`src/hw/poscmp_pkg.sv`:
```
// Constants shared by the position comparator.
package poscmp_pkg;
	localparam int CNT_W = 28;
	localparam int TOL_W = 4;
	localparam logic [27:0] CNT_RESET_VAL = 28'h000_00A0;
	localparam int CLK_HZ = 50_000_000;
	localparam int ZS_NOMINAL_MS = 17;
	localparam int ZS_CYCLES = CLK_HZ / 1000 * ZS_NOMINAL_MS;
	localparam int ZS_MIN_MS = 1;
	localparam int ZS_MAX_MS = 100;
	localparam int SAMPLE_MIN_NS = 40;
	localparam int PULSE_MIN_NS = 50;
	localparam int STAT_SIGERR_BIT = 31;
	localparam int STAT_OVFL_BIT = 30;
	localparam int STAT_SYSNULL_BIT = 29;
	localparam int STAT_DP_BIT = 28;
	// Width select codes for the target and readback word
	localparam logic [1:0] WIDTH_16 = 2'h0;
	localparam logic [1:0] WIDTH_8 = 2'h1;
	typedef enum logic [1:0] {
		POSCMP_IN_UPDN = 2'b00,
		POSCMP_IN_QUAD = 2'b01
	} poscmp_mode_t;
endpackage
```
`src/hw/poscmp_core.sv`:
```
// Closed-loop position comparator: counter, compare, null and zero speed.
//
// Overview of operation
// [RULE1] Count up/down pulses or quadrature pairs, pulses down to 50 ns.
// [RULE2] Assemble 32-bit target from two 16-bit or four 8-bit writes.
// [RULE3] Loading a new target forces the difference output to zero.
// [RULE4] Difference is 28-bit sign-magnitude, driven negative-true.
// [RULE5] Upper 24 difference bits are open-drain for wired-OR.
// [RULE6] Null when counter is within tolerance of destination.
// [RULE7] Null given as active-low pin and as readable status.
// [RULE8] System null high only while every comparator is nulled.
// [RULE9] Zero speed high after no count for the programmed interval.
// [RULE10] Reset loads counter with 160 and forces null.
// [RULE11] External reset is active low, held while low.
// [RULE12] Controller reset addressed to this unit or broadcast.
// [RULE13] Sample copies counter into holding latches for readback.
// [RULE14] Sample after target load releases the forced null.
// [RULE15] External sample pulse is low for at least 40 ns.
// [RULE16] Controller sample addressed to this unit or broadcast.
// [RULE17] External forced null zeroes difference and drives null low.
// [RULE18] Forced zero speed holds output high, then one timeout more; the code keeps it high after release until the next count.
// [RULE19] Readback is counter plus four status bits, 16 or 8 bit parts.
// [RULE20] Difference is destination minus counter, updated every clock.
// [RULE21] Asynchronous control inputs are synchronised before use.
`timescale 1ns/100ps
module poscmp_core #(
	parameter int ZS_TIMEOUT = poscmp_pkg::ZS_CYCLES
) (
	// Clock and reset
	input wire logic sys_clk_i,
	input wire logic reset_n_i,
	// Measurement inputs
	input wire logic mode_quad_i,
	input wire logic meas_a_i,
	input wire logic meas_b_i,
	// External controls, active low
	input wire logic ext_reset_n_i,
	input wire logic ext_sample_n_i,
	input wire logic ext_fnull_n_i,
	input wire logic ext_fzs_n_i,
	// Controller interface
	input wire logic ctl_wr_i,
	input wire logic [1:0] ctl_width_i,
	input wire logic [1:0] ctl_lane_i,
	input wire logic [15:0] ctl_wdata_i,
	input wire logic [1:0] ctl_rd_lane_i,
	input wire logic ctl_reset_i,
	input wire logic ctl_sample_i,
	input wire logic ctl_broadcast_i,
	input wire logic [7:0] zs_ms_i,
	input wire logic sig_err_i,
	input wire logic dec_point_i,
	output logic [15:0] ctl_rdata_o,
	output logic [31:0] readback_o,
	// System null wired line
	input wire logic sys_null_line_i,
	output logic sys_null_oe_o,
	output logic sys_null_o,
	// Results
	output logic [27:0] diff_n_o,
	output logic [23:0] diff_hi_oe_o,
	output logic null_n_o,
	output logic null_o,
	output logic zero_speed_o
);
	localparam int W = poscmp_pkg::CNT_W;
	// Three-stage synchronisers; change accepted once stages 2 and 3 agree
	logic [5:0] s1_q, s2_q, s3_q, flt_q;
	logic [5:0] s1_d, s2_d, s3_d;
	logic [5:0] raw;
	always_comb begin
		raw = {sys_null_line_i, ext_fzs_n_i, ext_fnull_n_i,
			ext_sample_n_i, meas_b_i, meas_a_i};
		s1_d = raw;
		s2_d = s2_q;
		s3_d = s3_q;
		s2_d = s1_q;
		s3_d = s2_q;
	end
	genvar gi;
	generate
		for (gi = 0; gi < 6; gi++) begin : g_flt
			always_ff @(posedge sys_clk_i) begin
				if (!reset_n_i) begin
					// Idle levels: measurement pins low, controls high,
					// so no false quadrature step follows reset
					flt_q[gi] <= (gi > 1) ? 1'b1 : 1'b0;
				end else if (s2_q[gi] == s3_q[gi]) begin
					flt_q[gi] <= s3_q[gi]; // see [RULE21]
				end
			end
		end
	endgenerate
	always_ff @(posedge sys_clk_i) begin
		s1_q <= s1_d;
		s2_q <= s2_d;
		s3_q <= s3_d;
	end
	// External reset passes the same three stages
	logic [2:0] rs_q, rs_d;
	logic ext_rst_q, ext_rst_d;
	always_comb begin
		rs_d = {rs_q[1:0], ext_reset_n_i};
		ext_rst_d = ext_rst_q;
		if (rs_q[1] == rs_q[2]) begin
			ext_rst_d = !rs_q[2]; // see [RULE21]
		end
	end
	always_ff @(posedge sys_clk_i) begin
		rs_q <= rs_d;
		if (!reset_n_i) begin
			ext_rst_q <= 1'b0;
		end else begin
			ext_rst_q <= ext_rst_d;
		end
	end
	// Broadcast and addressed commands behave identically at this end
	logic do_reset, do_sample;
	assign do_reset = ext_rst_q || ctl_reset_i; // see [RULE11] see [RULE12]
	logic a_q, b_q, smp_q;
	logic [27:0] cnt_q, cnt_d, hold_q, hold_d, dest_q, dest_d;
	logic [3:0] tol_q, tol_d;
	logic force_q, force_d, ovf_q, ovf_d, cnt_ev;
	always_ff @(posedge sys_clk_i) begin
		a_q <= flt_q[0];
		b_q <= flt_q[1];
		smp_q <= flt_q[2];
	end
	assign do_sample = ctl_sample_i || (smp_q && !flt_q[2]); // see [RULE16]
	logic up, dn;
	always_comb begin
		up = 1'b0;
		dn = 1'b0;
		if (mode_quad_i) begin
			if ((flt_q[0] != a_q) || (flt_q[1] != b_q)) begin
				// Forward when new A differs from old B
				up = (flt_q[0] ^ b_q) && (flt_q[0] != a_q);
				up = up || (!(flt_q[1] ^ a_q) && (flt_q[1] != b_q));
				dn = !up;
			end
		end else begin
			up = flt_q[0] && !a_q; // see [RULE1]
			dn = flt_q[1] && !b_q;
		end
	end
	assign cnt_ev = up ^ dn;
	always_comb begin
		cnt_d = cnt_q;
		ovf_d = ovf_q;
		hold_d = hold_q;
		dest_d = dest_q;
		tol_d = tol_q;
		force_d = force_q;
		if (up && !dn) begin
			cnt_d = cnt_q + 28'h000_0001;
			ovf_d = ovf_q || (cnt_q == 28'hFFF_FFFF);
		end else if (dn && !up) begin
			cnt_d = cnt_q - 28'h000_0001;
			ovf_d = ovf_q || (cnt_q == 28'h000_0000);
		end
		if (do_sample) begin
			hold_d = cnt_q; // see [RULE13]
			force_d = 1'b0; // see [RULE14]
		end
		if (ctl_wr_i) begin
			if (ctl_width_i == poscmp_pkg::WIDTH_16) begin
				if (ctl_lane_i[0]) begin
					{tol_d, dest_d[27:16]} = ctl_wdata_i; // see [RULE2]
				end else begin
					dest_d[15:0] = ctl_wdata_i;
				end
			end else begin
				unique case (ctl_lane_i)
					2'd0: dest_d[7:0] = ctl_wdata_i[7:0];
					2'd1: dest_d[15:8] = ctl_wdata_i[7:0];
					2'd2: dest_d[23:16] = ctl_wdata_i[7:0];
					2'd3: {tol_d, dest_d[27:24]} = ctl_wdata_i[7:0];
				endcase
			end
			force_d = 1'b1; // see [RULE3]
		end
		if (do_reset) begin
			cnt_d = poscmp_pkg::CNT_RESET_VAL; // see [RULE10]
			ovf_d = 1'b0;
			force_d = 1'b1;
		end
	end
	always_ff @(posedge sys_clk_i) begin
		if (!reset_n_i) begin
			cnt_q <= poscmp_pkg::CNT_RESET_VAL;
			ovf_q <= 1'b0;
			hold_q <= 28'h000_0000;
			dest_q <= 28'h000_0000;
			tol_q <= 4'h0;
			force_q <= 1'b1;
		end else begin
			cnt_q <= cnt_d;
			ovf_q <= ovf_d;
			hold_q <= hold_d;
			dest_q <= dest_d;
			tol_q <= tol_d;
			force_q <= force_d;
		end
	end
	// Difference and null, registered
	logic [W:0] diff_w;
	logic [27:0] mag, diffn_d;
	logic sign, near, fn, nul_d;
	always_comb begin
		diff_w = {1'b0, dest_q} - {1'b0, cnt_q}; // see [RULE20]
		sign = dest_q < cnt_q;
		mag = sign ? (cnt_q - dest_q) : diff_w[27:0];
		near = mag <= {24'h00_0000, tol_q}; // see [RULE6]
		fn = force_q || !flt_q[3];
		// Bit 27 is the sign; negative-true so one drives low
		diffn_d = fn ? 28'hFFF_FFFF : ~{sign, mag[26:0]}; // see [RULE4]
		nul_d = near && flt_q[3]; // see [RULE17]
	end
	logic nul_q;
	always_ff @(posedge sys_clk_i) begin
		if (!reset_n_i) begin
			diff_n_o <= 28'hFFF_FFFF;
			nul_q <= 1'b0;
		end else begin
			diff_n_o <= diffn_d;
			nul_q <= nul_d;
		end
	end
	// Open drain: enable only when driving a logic one (low level)
	assign diff_hi_oe_o = ~diff_n_o[27:4]; // see [RULE5]
	assign null_n_o = !nul_q; // see [RULE7]
	assign null_o = nul_q;
	// Wired-AND system null: pull low while not nulled
	assign sys_null_oe_o = !nul_q; // see [RULE8]
	assign sys_null_o = flt_q[5];
	// Zero speed timer in millisecond ticks
	localparam int MS_CYC = poscmp_pkg::CLK_HZ / 1000;
	logic [15:0] tick_q, tick_d;
	logic [7:0] ms_q, ms_d;
	logic zs_q, zs_d;
	logic [7:0] lim;
	always_comb begin
		lim = zs_ms_i;
		if (lim < 8'(poscmp_pkg::ZS_MIN_MS)) lim = 8'(poscmp_pkg::ZS_MIN_MS);
		if (lim > 8'(poscmp_pkg::ZS_MAX_MS)) lim = 8'(poscmp_pkg::ZS_MAX_MS);
		tick_d = tick_q + 16'h0001;
		ms_d = ms_q;
		zs_d = zs_q;
		if (tick_q == 16'(MS_CYC - 1)) begin
			tick_d = 16'h0000;
			if (ms_q >= lim - 8'h01) begin
				zs_d = 1'b1; // see [RULE9]
			end else begin
				ms_d = ms_q + 8'h01;
			end
		end
		if (cnt_ev || !flt_q[4]) begin
			tick_d = 16'h0000;
			ms_d = 8'h00;
			zs_d = !flt_q[4]; // see [RULE18]
		end
	end
	always_ff @(posedge sys_clk_i) begin
		if (!reset_n_i) begin
			tick_q <= 16'h0000;
			ms_q <= 8'h00;
			zs_q <= 1'b0;
		end else begin
			tick_q <= tick_d;
			ms_q <= ms_d;
			zs_q <= zs_d;
		end
	end
	assign zero_speed_o = zs_q;
	// Readback word
	always_comb begin
		readback_o = {sig_err_i, ovf_q, flt_q[5], dec_point_i, hold_q};
		ctl_rdata_o = ctl_rd_lane_i[0] ? readback_o[31:16] : readback_o[15:0];
		if (ctl_width_i == poscmp_pkg::WIDTH_8) begin // see [RULE19]
			ctl_rdata_o = {8'h00, readback_o[8*ctl_rd_lane_i +: 8]};
		end
	end
	// Checks
	a_rst_load: assert property (@(posedge sys_clk_i) disable iff (!reset_n_i)
		ctl_reset_i |=> cnt_q == poscmp_pkg::CNT_RESET_VAL && force_q) // see [RULE10]
		else $error("reset did not load counter");
	a_wr_force: assert property (@(posedge sys_clk_i) disable iff (!reset_n_i)
		ctl_wr_i |=> ##1 diff_n_o == 28'hFFF_FFFF) // see [RULE3]
		else $error("target load did not force null");
	a_smp_hold: assert property (@(posedge sys_clk_i) disable iff (!reset_n_i)
		ctl_sample_i && !do_reset |=> hold_q == $past(cnt_q)) // see [RULE13]
		else $error("sample missed counter");
	a_null_pin: assert property (@(posedge sys_clk_i) disable iff (!reset_n_i)
		!flt_q[3] |=> null_n_o) // see [RULE17]
		else $error("forced null left null asserted");
	a_fzs_hold: assert property (@(posedge sys_clk_i) disable iff (!reset_n_i)
		!flt_q[4] |=> zero_speed_o) // see [RULE18]
		else $error("forced zero speed not high");
	a_move_clr: assert property (@(posedge sys_clk_i) disable iff (!reset_n_i)
		cnt_ev && flt_q[4] |=> !zero_speed_o) // see [RULE9]
		else $error("count did not clear zero speed");
	a_sys_null: assert property (@(posedge sys_clk_i) disable iff (!reset_n_i)
		$past(!near || !flt_q[3]) |-> sys_null_oe_o) // see [RULE8]
		else $error("system line released while not nulled");
	a_smp_rel: assert property (@(posedge sys_clk_i) disable iff (!reset_n_i)
		ctl_sample_i && !ctl_wr_i && !do_reset |=> !force_q) // see [RULE14]
		else $error("sample did not release force");
endmodule

```
`config.mk`:
```
export PLATFORM = sky130hd
export DESIGN_NAME = poscmp_core
export DESIGN_NICKNAME = d
export VERILOG_FILES = /design/src/hw/poscmp_pkg.sv /design/src/hw/poscmp_core.sv
export SDC_FILE = /design/constraint.sdc
export NUM_CORES = 1
export LEC_CHECK = 0
export ABC_AREA = 1
export BUFFER_PORTS_ARGS = -buffer_cell sky130_fd_sc_hd__clkbuf_2
export CAP_MARGIN = 40
export CORE_ASPECT_RATIO = 0.7
export CORE_UTILIZATION = 40
export CTS_CLUSTER_DIAMETER = 200
export DETAILED_ROUTE_END_ITERATION = 8
export GPL_TIMING_DRIVEN = 0
export SETUP_SLACK_MARGIN = 0.2
export SLEW_MARGIN = 10
export SYNTH_ARGS = -nofsm -noshare
export SYNTH_HDL_FRONTEND = slang
export SYNTH_SLANG_ARGS = --single-unit
```
`constraint.sdc`:
```
create_clock -name sys_clk_i -period 3.99 [get_ports sys_clk_i]
set_input_delay 0.9975 -clock sys_clk_i [delete_from_list [all_inputs] [get_ports sys_clk_i]]
set_output_delay 0.9975 -clock sys_clk_i [all_outputs]
set_load 0.02 [all_outputs]
```
==> reports/metrics.cfg, run 1 <==
[sta]
hold_violations = 0
postLayoutSetupSlackWorst_ns = 0.400
period_minus_slack_ns = 3.59
rsz0062_at_grt = true
post-route-period-util_pct = 90.0
slew_headroom_pct = 42.8
setup_violations = 0
drv_slew = 0
skew_ns = 0.0121
fmax_mhz = 279
worst_pin_slew_ns = 0.850

[critical_path]
required_ns = 4.38
critPathMaxFanout = 10
startpoint_type = flip-flop
crit_type = reg -> reg
endpoint_kind = flip-flop
crit_arrival_ns = 3.98
r2r_start = cnt_q[21]$_SDFFE_PP0P_
startpoint = cnt_q[21]$_SDFFE_PP0P_

[yosys]
synth-edff-count = 0
async_flop_share_pct = 0
synthMuxAreaShare_pct = 0.0791
synth-adder-area-share_pct = 10.3
synthCells = 2004
synth_seq_area_share_pct = 27.7
syn-num-nets = 2152
synth_area_mm2 = 0.0127
synth_seq_cells = 175
synthFlopType = dfxtp_1
yosysUniqueCellTypes = 55
syn_avg_cell_area_um2 = 6.32
yosys.area_share.simple_pct = 31.2
synth_top_family_by_area = simple AND/OR/NAND/NOR gates
synth-compound-area-share_pct = 16.0
ys_warn_count = 0
synth_xor_area_share_pct = 2.91

[grt]
grt_max_degree = 25
antenna_found_initial = 2
grt_pass1_vias = 12100
grt_pass1_wl_mm = 67.9
grt_usage_pct = 27.8
grt.overflow.total = 0

[placed_design]
port_buffers = 147
dp_hpwl_mm = 37.1
pre_cts_ws_ns = -0.318
dp.cells = 2574
gp_congestion = 0.989

[drt]
avgRoutedWirePerCell_um = 17.2
vias = 13600
via_per_inst = 5.18
route.detailed.drc = 2
routed_wl_mm = 44.9
first_iter_violations = 1229
drt-pass1-iter-count = 8
ant_nets = 0

[floorplan]
rows = 54
dieArea_mm2 = 0.0324
die_y_um = 151
initial_utilization_pct = 40.6
core_mm2 = 0.0311
design.portCount = 151
die_width_um = 215

[clocking]
cts_tree = done
cts_buffers = 17
clk_pin_slew_ns = 0.08
clk-insertion-delay-late_ns = 0.46
htreeDepth = 4
clock_sinks = 175
cts-root-buf = clkbuf_16
cts_max_path_buffers = 2

[status]
outcome = finished, violations left
violations = design-rule violations

[finish]
final_common_cell = nand2_1
fin_cells = 2620
drive_gt1_share_pct = 16.2
syn2layout_area_growth_pct = 19.4
nets = 2334
n_fill_cell = 3189
mostFrequentLayoutCells = nand2_1 (617), inv_1 (297), a21oi_1 (189), dfxtp_1 (147), clkbuf_2 (147)

[power_and_ir_drop]
static-leakage-power_nw = 7.79
power.density_mw_per_mm2 = 483
vdd.ir_drop.worst_mv = 0.283

[flow_run]
max_cap_violations = 0

[min_path]
hold_path_startpoint = s1_q[4]$_DFF_P_
hold_path_class = reg -> reg

-- cell type report --
type	instances	area, µm²	share of cell area, %
Inverter	327	1250	8.26
Clock buffer	18	429	2.84
Timing Repair Buffer	163	873	5.78
Buffer	51	279	1.85
Antenna cell	1	2.50	0.0166
Multi-Input combinational cell	1451	8030	53.1
Clock inverter	14	173	1.14
Sequential cell	175	3550	23.5
Tap cell	420	526	3.48
-- cell usage after synthesis (4+ instances only) --
cell type	instances	share of area, %
a21o_1	5	0.30
a21oi_1	191	7.6
a31oi_1	4	0.20
buf_4	8	0.47
buf_6	4	0.36
clkbuf_1	35	1.0
dfxtp_1	175	28
ha_1	99	9.8
inv_1	314	9.3
inv_2	11	0.33
nand2_1	624	19
nand2_2	15	0.74
nand3_1	100	4.0
nand4_1	33	1.6
nor2_1	102	3.0
nor2_2	6	0.30
nor2_4	4	0.36
nor3_1	16	0.63
nor3b_1	5	0.30
nor4_1	12	0.59
o211ai_1	19	1.1
o21a_1	5	0.30
o21ai_0	117	4.6
o21bai_1	12	0.71
or2_2	6	0.30
xnor2_1	14	0.97
xor2_1	28	1.9
-- through the flow --
stage	setup TNS [ns]	instance area [µm²]	hold slack (ns)	total power [mW]	utilization (%)
2_1_floorplan	0	12700	0.310	4.30	-
3_3_place_gp	-6.34	13900	0.312	5.23	44.7
3_5_place_dp	-2.32	14000	0.314	5.27	44.8
4_1_cts	0	14700	0.331	7.09	47.3
5_1_grt	0	15100	0.348	7.76	48.5
6_report	0	15100	0.328	7.30	48.5
-- metal layers --
layer  track usage (%)  share of wire (%)  up-vias  wire length (µm)
met3              9.30                 11       52              5090
met1              39.8                 48     6169             21700
met4              8.11                1.8        0               809
li1                  -                  -     6781                 -
met2              38.9                 38      566             17300
met5                 0                  0        -                 0
-- kinds of logic after synthesis --
group,count (synthesis)
and+or+nand+nor,934
AOI/OAI and AO/OA,371
other,1
DFF,175
adders and majority gates,102
muxes,1
buffers and inverters,378
xor gates and xnor gates,42
-- sequential cells by signal, indices dropped and copies added (netlist names) --
register,cells
a_q,1
b_q,1
cnt_q,28
dest_q,28
diff_n_o,28
ext_rst_q,1
flt_q,5
force_q,1
hold_q,28
ms_q,8
null_o,1
ovf_q,1
rs_q,3
s1_q,6
s2_q,6
s3_q,6
smp_q,1
sys_null_o,1
tick_q,16
tol_q,4
zero_speed_o,1
-- worst paths after layout --
check | end | slack (ns) | depth (start not counted)
max | null_o$_SDFF_PN0_ | 0.40 | 24
min | s2_q[4]$_DFF_P_ | 0.33 | 0
max reg2reg | null_o$_SDFF_PN0_ | 0.40 | 24
min reg2reg | s2_q[4]$_DFF_P_ | 0.33 | 0
-- worst max-delay path, cell delays in order, from the launching register on --
cell	delay, ns
dfxtp_2	0.40
inv_1	0.14
ha_4	0.35
nand2_1	0.07
nand2_1	0.12
nand2_1	0.06
nand2_1	0.07
nand2_1	0.05
nand2_1	0.16
inv_2	0.08
nand2_1	0.12
nor2_4	0.07
buf_6	0.15
nand2_1	0.06
nand2_1	0.08
xnor2_2	0.40
inv_1	0.14
ha_1	0.32
nand2_1	0.07
o21ai_0	0.08
a21oi_1	0.16
nand2_1	0.10
nor2_2	0.11
nand2_1	0.06
nor2_1	0.09
-- power by group --
part | switching, mW | total [mW] | internal [mW]
sequential | 0.121 | 1.98 | 1.86
combinational | 2.40 | 3.56 | 1.16
clock | 0.813 | 1.76 | 0.946
-- timing repair --
item                       4_1_cts  5_1_grt
resized for setup               47       85
pin swaps                        2        8
hold buffers                     0        0
setup endpoints to repair       11       28
buffers inserted                 2       11
Power figures use the tool's default switching activity.
==> inputs of run 2 (changes only) <==
--- a/config.mk
+++ b/config.mk
@@ -6,7 +6,7 @@
 export NUM_CORES = 1
 export LEC_CHECK = 0
 export ABC_AREA = 1
-export BUFFER_PORTS_ARGS = -buffer_cell sky130_fd_sc_hd__clkbuf_2
+export BUFFER_PORTS_ARGS = -buffer_cell sky130_fd_sc_hd__buf_2
 export CAP_MARGIN = 40
 export CORE_ASPECT_RATIO = 0.7
 export CORE_UTILIZATION = 40
==> run 2 against run 1 <==
The run now ends clean. Critical path depth is 1 lower. Power is 0.78% lower. Register-to-register slack worse by 0.14 ns. Largest cell class unchanged. Cell count is 0.27% lower. Global-route usage is 0.33 points lower. Sequential share of layout area is 0.053 points higher. Die area stayed put. Core utilization is 0.25 points lower. Combinational power is 1% lower. Non-clock buffer count is 7 lower. Hold slack better by 0.0023 ns. Wire length is 1.1% lower.
==> reports/metrics.cfg, run 2 (synthesized netlist as in run 1, its figures left out) <==
[drt]
route.detailed.drc = 0  ; -2
ant_nets = 0  ; unchanged
routed_wl_mm = 44.4  ; -1.1%
vias = 13300  ; -1.9%
first_iter_violations = 1213  ; -1.3%
avgRoutedWirePerCell_um = 17.0  ; -0.87%
drt-pass1-iter-count = 8  ; unchanged
via_per_inst = 5.09  ; -1.7%

[critical_path]
endpoint_kind = flip-flop
startpoint_type = flip-flop
r2r-end = null_o$_SDFF_PN0_
r2r_start = cnt_q[18]$_SDFFE_PP0P_
cp_slowest_stage_delay_ns = 0.39  ; about the same
critical-path-top-delay-family = simple AND/OR/NAND/NOR gates
reg2reg_depth = 23  ; -4.2%
crit_top_cell = nand2_1
timing.critical_path.buf_inv = 6  ; +2
required_ns = 4.39  ; about the same
critPathMaxFanout = 10  ; unchanged
r2r_setup_slack_ns = 0.26  ; -0.14 ns
cp_slowest_cell = dfxtp_2
cp_cell_sequence = inv_1 -> ha_1 -> buf_4 -> nand2_4 -> inv_2 -> nand2_1 -> nand2_1 -> inv_1 -> nand2_1 -> nand2_2 -> nand3_4 -> buf_12 -> mux2i_4 -> xor2_4 -> inv_1 -> ha_1 -> a21oi_1 -> o21ai_0 -> a21oi_1 -> nand2_1 -> nor2_2 -> nand2_1 -> nor2_1
crit_type = reg -> reg
crit_arrival_ns = 4.13  ; +0.15 ns

[min_path]
min_path_cells = 0  ; unchanged
hold_path_startpoint = s1_q[4]$_DFF_P_
hold_path_end = s2_q[4]$_DFF_P_
hold_path_class = reg -> reg

[power_and_ir_drop]
static-leakage-power_nw = 7.75  ; -0.49%
vdd.ir_drop.worst_mv = 0.265  ; -6.5%
power.density_mw_per_mm2 = 482  ; -0.27%

[placed_design]
dp_hpwl_mm = 36.7  ; -1.0%
port_buffers = 147  ; unchanged
gp_congestion = 0.983  ; -0.60%

[sta]
setup_violations = 0  ; unchanged
worst_pin_slew_ns = 0.896  ; +0.0459 ns
slew_headroom_pct = 39.7  ; -3.1 points
hold_ws_ns = 0.331  ; +0.00232 ns
hold_violations = 0  ; unchanged
skew_ns = 0.0164  ; +0.00426 ns
period_minus_slack_ns = 3.73  ; +0.144 ns
rsz0062_at_grt = true
post-route-period-util_pct = 93.6  ; +3.6 points
drv_slew = 0  ; unchanged
fmax_mhz = 268  ; -3.9%

[grt]
antenna_found_initial = 3  ; +1
grt.overflow.total = 0  ; unchanged
grt_pass1_vias = 11900  ; -2.1%
grt_pass1_wl_mm = 67.2  ; -1.0%
grt_max_degree = 25  ; unchanged
grt_usage_pct = 27.4  ; -0.33 points

[status]
outcome = complete, no violations

[clocking]
cts_max_path_buffers = 2  ; unchanged
htreeDepth = 4  ; unchanged
clk_pin_slew_ns = 0.08  ; about the same
clk-insertion-delay-late_ns = 0.46  ; about the same
cts_buffers = 17  ; unchanged
cts_tree = done
hold_buffers = 0  ; unchanged
cts-root-buf = clkbuf_16
clock_sinks = 175  ; unchanged

[floorplan]
die_y_um = 151  ; unchanged
design.portCount = 151  ; unchanged
dieArea_mm2 = 0.0324  ; unchanged
rows = 54  ; unchanged
die_width_um = 215  ; unchanged
core_mm2 = 0.0311  ; unchanged
initial_utilization_pct = 40.6  ; unchanged

[finish]
mostFrequentLayoutCells = nand2_1 (620), inv_1 (299), a21oi_1 (189), dfxtp_1 (149), buf_2 (148)
drive_gt1_share_pct = 15.6  ; -0.59 points
final_core_util_pct = 48.3  ; -0.25 points
final_common_cell = nand2_1
syn2layout_area_growth_pct = 18.8
nets = 2327  ; -0.30%

[flow_run]
max_cap_violations = 0  ; unchanged

-- run 2: layer usage --
metal	global-route usage, %	up-vias	share of wire, %
met5	0	-	0
met4	6.32	0	1.7
met3	10.2	59	12
met2	38.2	512	38
met1	39.4	5975	49
li1	-	6761	-
-- run 2: per-stage QoR --
step / total power, mW / worst slack, ns / area (µm²) / setup TNS, ns / cells
floorplan: 4.30 / 0.291 / 12700 / 0 / 2004
global placement: 5.23 / -0.471 / 13900 / -6.50 / 2571
global route: 7.71 / 0.0832 / 15000 / 0 / 2612
finish: 7.24 / 0.256 / 15000 / 0 / 2613
detailed placement: 5.26 / -0.264 / 14000 / -2.18 / 2574
CTS: 7.07 / 0.102 / 14700 / 0 / 2608
-- run 2: cell type report --
class / count / area [µm²]
inverter: 327 / 1240
fill: 3250 / 16100
timing repair buffer: 156 / 821
buffer: 51 / 279
clock buffer: 18 / 429
clock inverter: 14 / 174
tap: 420 / 526
sequential: 175 / 3540
antenna: 1 / 2.50
multi-input combinational: 1451 / 8030
-- run 2: report_power, final --
group	internal (mW)	total, mW	switching (mW)
logic	1.15	3.52	2.38
registers	1.86	1.97	0.117
clock network	0.898	1.74	0.847
total	3.90	7.24	3.34
-- run 2: worst max-delay path by stage --
stage	start	to	cells past startpoint	slack, ns
after floorplan	mode_quad_i	cnt_q[16]$_SDFFE_PP0P_	14	0.29
after global placement	mode_quad_i	cnt_q[20]$_SDFFE_PP0P_	18	-0.47
after CTS	cnt_q[24]$_SDFFE_PP0P_	null_o$_SDFF_PN0_	20	0.10
after detailed placement	cnt_q[25]$_SDFFE_PP0P_	null_o$_SDFF_PN0_	20	-0.26
after global routing	cnt_q[2]$_SDFFE_PP0P_	null_o$_SDFF_PN0_	23	0.08
final	cnt_q[18]$_SDFFE_PP0P_	null_o$_SDFF_PN0_	23	0.26
-- run 2: what timing repair did --
action	4_1_cts	5_1_grt
setup endpoints to repair	11	22
buffers inserted	2	4
gates resized for setup	49	71
pin swaps	2	5
==> inputs of run 3 (changes only) <==
==> constraint.sdc (replaced) <==
create_clock -name sys_clk_i -period 3.2 [get_ports sys_clk_i]
set_input_delay 0.64 -clock sys_clk_i [delete_from_list [all_inputs] [get_ports sys_clk_i]]
set_output_delay 0.64 -clock sys_clk_i [all_outputs]
set_load 0.02 [all_outputs]
==> run 3 against run 2 <==
The run now ends with negative setup slack left. First-iteration DRC count shrank 7.2%. Count of clock-buffer cells in the layout shrank 1. Cell area grew 13%. Fmax grew 11%. Global-route usage grew 1.5 points. Hold slack lost 0.055 ns. Sequential power grew 25%. Flip-flop and latch count is the same. Wire length grew 7.9%. Die area is the same. Clock power grew 20%. Largest cell class unchanged.
==> reports/metrics.cfg, run 3 (synthesized netlist as in run 1, its figures left out) <==
[status]
outcome = finished, violations left
violations = negative setup slack

[grt]
grt.overflow.total = 0  ; unchanged
met1_usage_pct = 40.9  ; +1.5 points
met2_usage_pct = 40.4  ; +2.2 points
antenna_found_initial = 2  ; -1
grt_pass1_vias = 12600  ; +6.1%
grt_pass1_wl_mm = 71.0  ; +5.7%
grt_usage_pct = 28.9  ; +1.5 points
grt_max_degree = 19  ; -24%
use_met3_pct = 10.1  ; -0.10 points
grt_busiest_layer = met1

[power_and_ir_drop]
p_sw_share_pct = 45.7  ; -0.41 points
p_sw_mw = 4.62  ; +38%
static-leakage-power_nw = 8.52  ; +9.9%
power_frac_clock_pct = 20.7  ; -3.4 points
total_power_mw = 10.1  ; +40%
intPower_mw = 5.48  ; +41%
power.density_mw_per_mm2 = 594  ; +23%
seqPwrFrac_pct = 24.3  ; -2.9 points
vdd.ir_drop.worst_mv = 0.357  ; +35%
p_comb_share_pct = 55.0  ; +6.3 points

[sta]
drv_slew = 0  ; unchanged
worst_pin_slew_ns = 0.877  ; -0.0197 ns
slew_headroom_pct = 41.0  ; +1.3 points
hold_violations = 0  ; unchanged
fmax_mhz = 298  ; +11%
rsz0062_at_grt = true
skew_ns = 0.0123  ; -0.00411 ns
fin_setup_tns_ns = -0.470  ; -0.470 ns
postLayoutSetupSlackWorst_ns = -0.152  ; -0.408 ns
setup_violations = 10  ; +10
period_minus_slack_ns = 3.35  ; -0.382 ns
post-route-period-util_pct = 105  ; +11 points

[critical_path]
startpoint_type = flip-flop
r2r-end = null_o$_SDFF_PN0_
r2r_start = cnt_q[19]$_SDFFE_PP0P_
critical-path-top-delay-family = simple AND/OR/NAND/NOR gates
crit_top_cell = nand2_4
cp_slowest_stage_delay_ns = 0.39  ; about the same
timing.critical_path.buf_inv = 4  ; -2
crit_arrival_ns = 3.75  ; -0.38 ns
cp_slowest_cell = dfxtp_4
r2r_setup_slack_ns = -0.15  ; -0.41 ns
endpoint_kind = flip-flop
required_ns = 3.59  ; -0.80 ns
crit_type = reg -> reg
reg2reg_depth = 21  ; -8.7%
critPathMaxFanout = 4  ; -6
cp_cell_sequence = inv_4 -> ha_4 -> buf_6 -> nand2_4 -> nor2_4 -> nand2_4 -> nor2_4 -> nand2_4 -> nand3_4 -> buf_12 -> mux2i_4 -> xor2_4 -> inv_2 -> ha_4 -> a21oi_2 -> o21ai_1 -> a21oi_1 -> nand2_1 -> nor2_2 -> nand2_1 -> nor2_1

[floorplan]
initial_utilization_pct = 40.6  ; unchanged
dieArea_mm2 = 0.0324  ; unchanged
die_y_um = 151  ; unchanged
die_width_um = 215  ; unchanged
rows = 54  ; unchanged
core_mm2 = 0.0311  ; unchanged
design.portCount = 151  ; unchanged

[clocking]
cts_buffers = 17  ; unchanged
htreeDepth = 4  ; unchanged
clock_sinks = 175  ; unchanged
cts_tree = done
cts-root-buf = clkbuf_16
clk-insertion-delay-late_ns = 0.46  ; about the same
clk_pin_slew_ns = 0.08  ; about the same
hold_buffers = 0  ; unchanged
cts_max_path_buffers = 2  ; unchanged

[flow_run]
max_cap_violations = 0  ; unchanged

[finish]
syn2layout_area_growth_pct = 34.5
mostFrequentLayoutCells = nand2_1 (585), inv_1 (272), a21oi_1 (166), buf_2 (144), dfxtp_1 (143)
fin_cells = 2731  ; +4.5%
nets = 2445  ; +5.1%
final_common_cell = nand2_1
drive_gt1_share_pct = 26.8  ; +11 points
final_cell_area_mm2 = 0.0170  ; +13%

[drt]
drt-pass1-iter-count = 8  ; unchanged
ant_nets = 0  ; unchanged
routed_wl_mm = 47.9  ; +7.9%
vias = 14100  ; +6.3%
route.detailed.drc = 0  ; unchanged
first_iter_violations = 1126  ; -7.2%
avgRoutedWirePerCell_um = 17.5  ; +3.2%
via_per_inst = 5.18  ; +1.7%

[placed_design]
gp_congestion = 1.02  ; +4.0%
port_buffers = 147  ; unchanged
postPlaceCellArea_mm2 = 0.0141  ; +0.79%
dp.cells = 2573  ; -0.039%
dp_hpwl_mm = 36.7  ; about the same

[min_path]
hold_path_startpoint = ext_fzs_n_i
hold_path_end = s1_q[4]$_DFF_P_
min_path_cells = 1  ; +1
hold_path_class = in -> reg

## run 3: cell types whose count changed in the layout (fill, tap and decap cells not counted), sizes merged
cell,previous run,this run
buf,171,290
clkbuf,54,51
clkinv,6,8
bufinv,1,0
clkinvlp,4,5
## run 3: power by group through the flow
| stage | sequential (mW) | combinational [mW] | clock (mW) |
|---|---|---|---|
| final | 2.46 | 5.56 | 2.09 |
| after global routing | 2.47 | 6.04 | 2.21 |
| after CTS | 2.45 | 4.86 | 2.12 |
| after detailed placement | 2.49 | 4.11 | 0 |
| after global placement | 2.49 | 4.08 | 0 |
| after floorplan | 2.49 | 2.92 | 0 |
## run 3: metrics by stage
step                      worst slack [ns]  util (%)  hold slack, ns
after floorplan                     -0.227         -           0.310
after global placement               -1.16      45.1           0.310
after detailed placement             -1.17      45.2           0.312
after CTS                           -0.101      51.1           0.261
after global routing                -0.265      54.6           0.257
final                               -0.152      54.7           0.276
## run 3: metal layers
| metal | vias to the layer above | share of wire, % |
|---|---|---|
| met5 | - | 0.021 |
| met4 | 2 | 2.6 |
| met3 | 65 | 10 |
| met2 | 570 | 40 |
| met1 | 6496 | 48 |
| li1 | 7006 | - |
## run 3: final cells by class
cell class	count	area (µm²)
Sequential cell	175	3610
Antenna cell	1	2.50
Timing Repair inverter	1	7.51
Clock inverter	15	148
Buffer	50	287
Clock buffer	17	425
Timing Repair Buffer	274	1820
Fill cell	2964	14100
Tap cell	420	526
Multi-Input combinational cell	1451	8920
Inverter	327	1280
## run 3: how the worst max path moves through the flow
stage	start	end	depth (start not counted)
after floorplan	b_q$_DFF_P_	cnt_q[26]$_SDFFE_PP0P_	21
after global placement	cnt_q[20]$_SDFFE_PP0P_	null_o$_SDFF_PN0_	20
after detailed placement	cnt_q[24]$_SDFFE_PP0P_	null_o$_SDFF_PN0_	20
after CTS	cnt_q[19]$_SDFFE_PP0P_	null_o$_SDFF_PN0_	23
after global routing	cnt_q[3]$_SDFFE_PP0P_	null_o$_SDFF_PN0_	22
final	cnt_q[19]$_SDFFE_PP0P_	null_o$_SDFF_PN0_	21
## run 3: worst reg2reg max path, delay by kind of cell, from the launching register on
family	cells	cell delay, ns
compound gates	3	0.38
xor+xnor	1	0.30
fa+ha+maj	2	0.51
buf+inv	4	0.39
flops	1	0.39
mux	1	0.26
simple gates	10	1.05
## run 3: repair_timing
item,CTS,global route
pin swaps,49,73
resized for setup,220,156
cloned,1,0
endpoints found under the setup margin,47,45
setup buffers,60,65
endpoints found under the hold margin,0,0
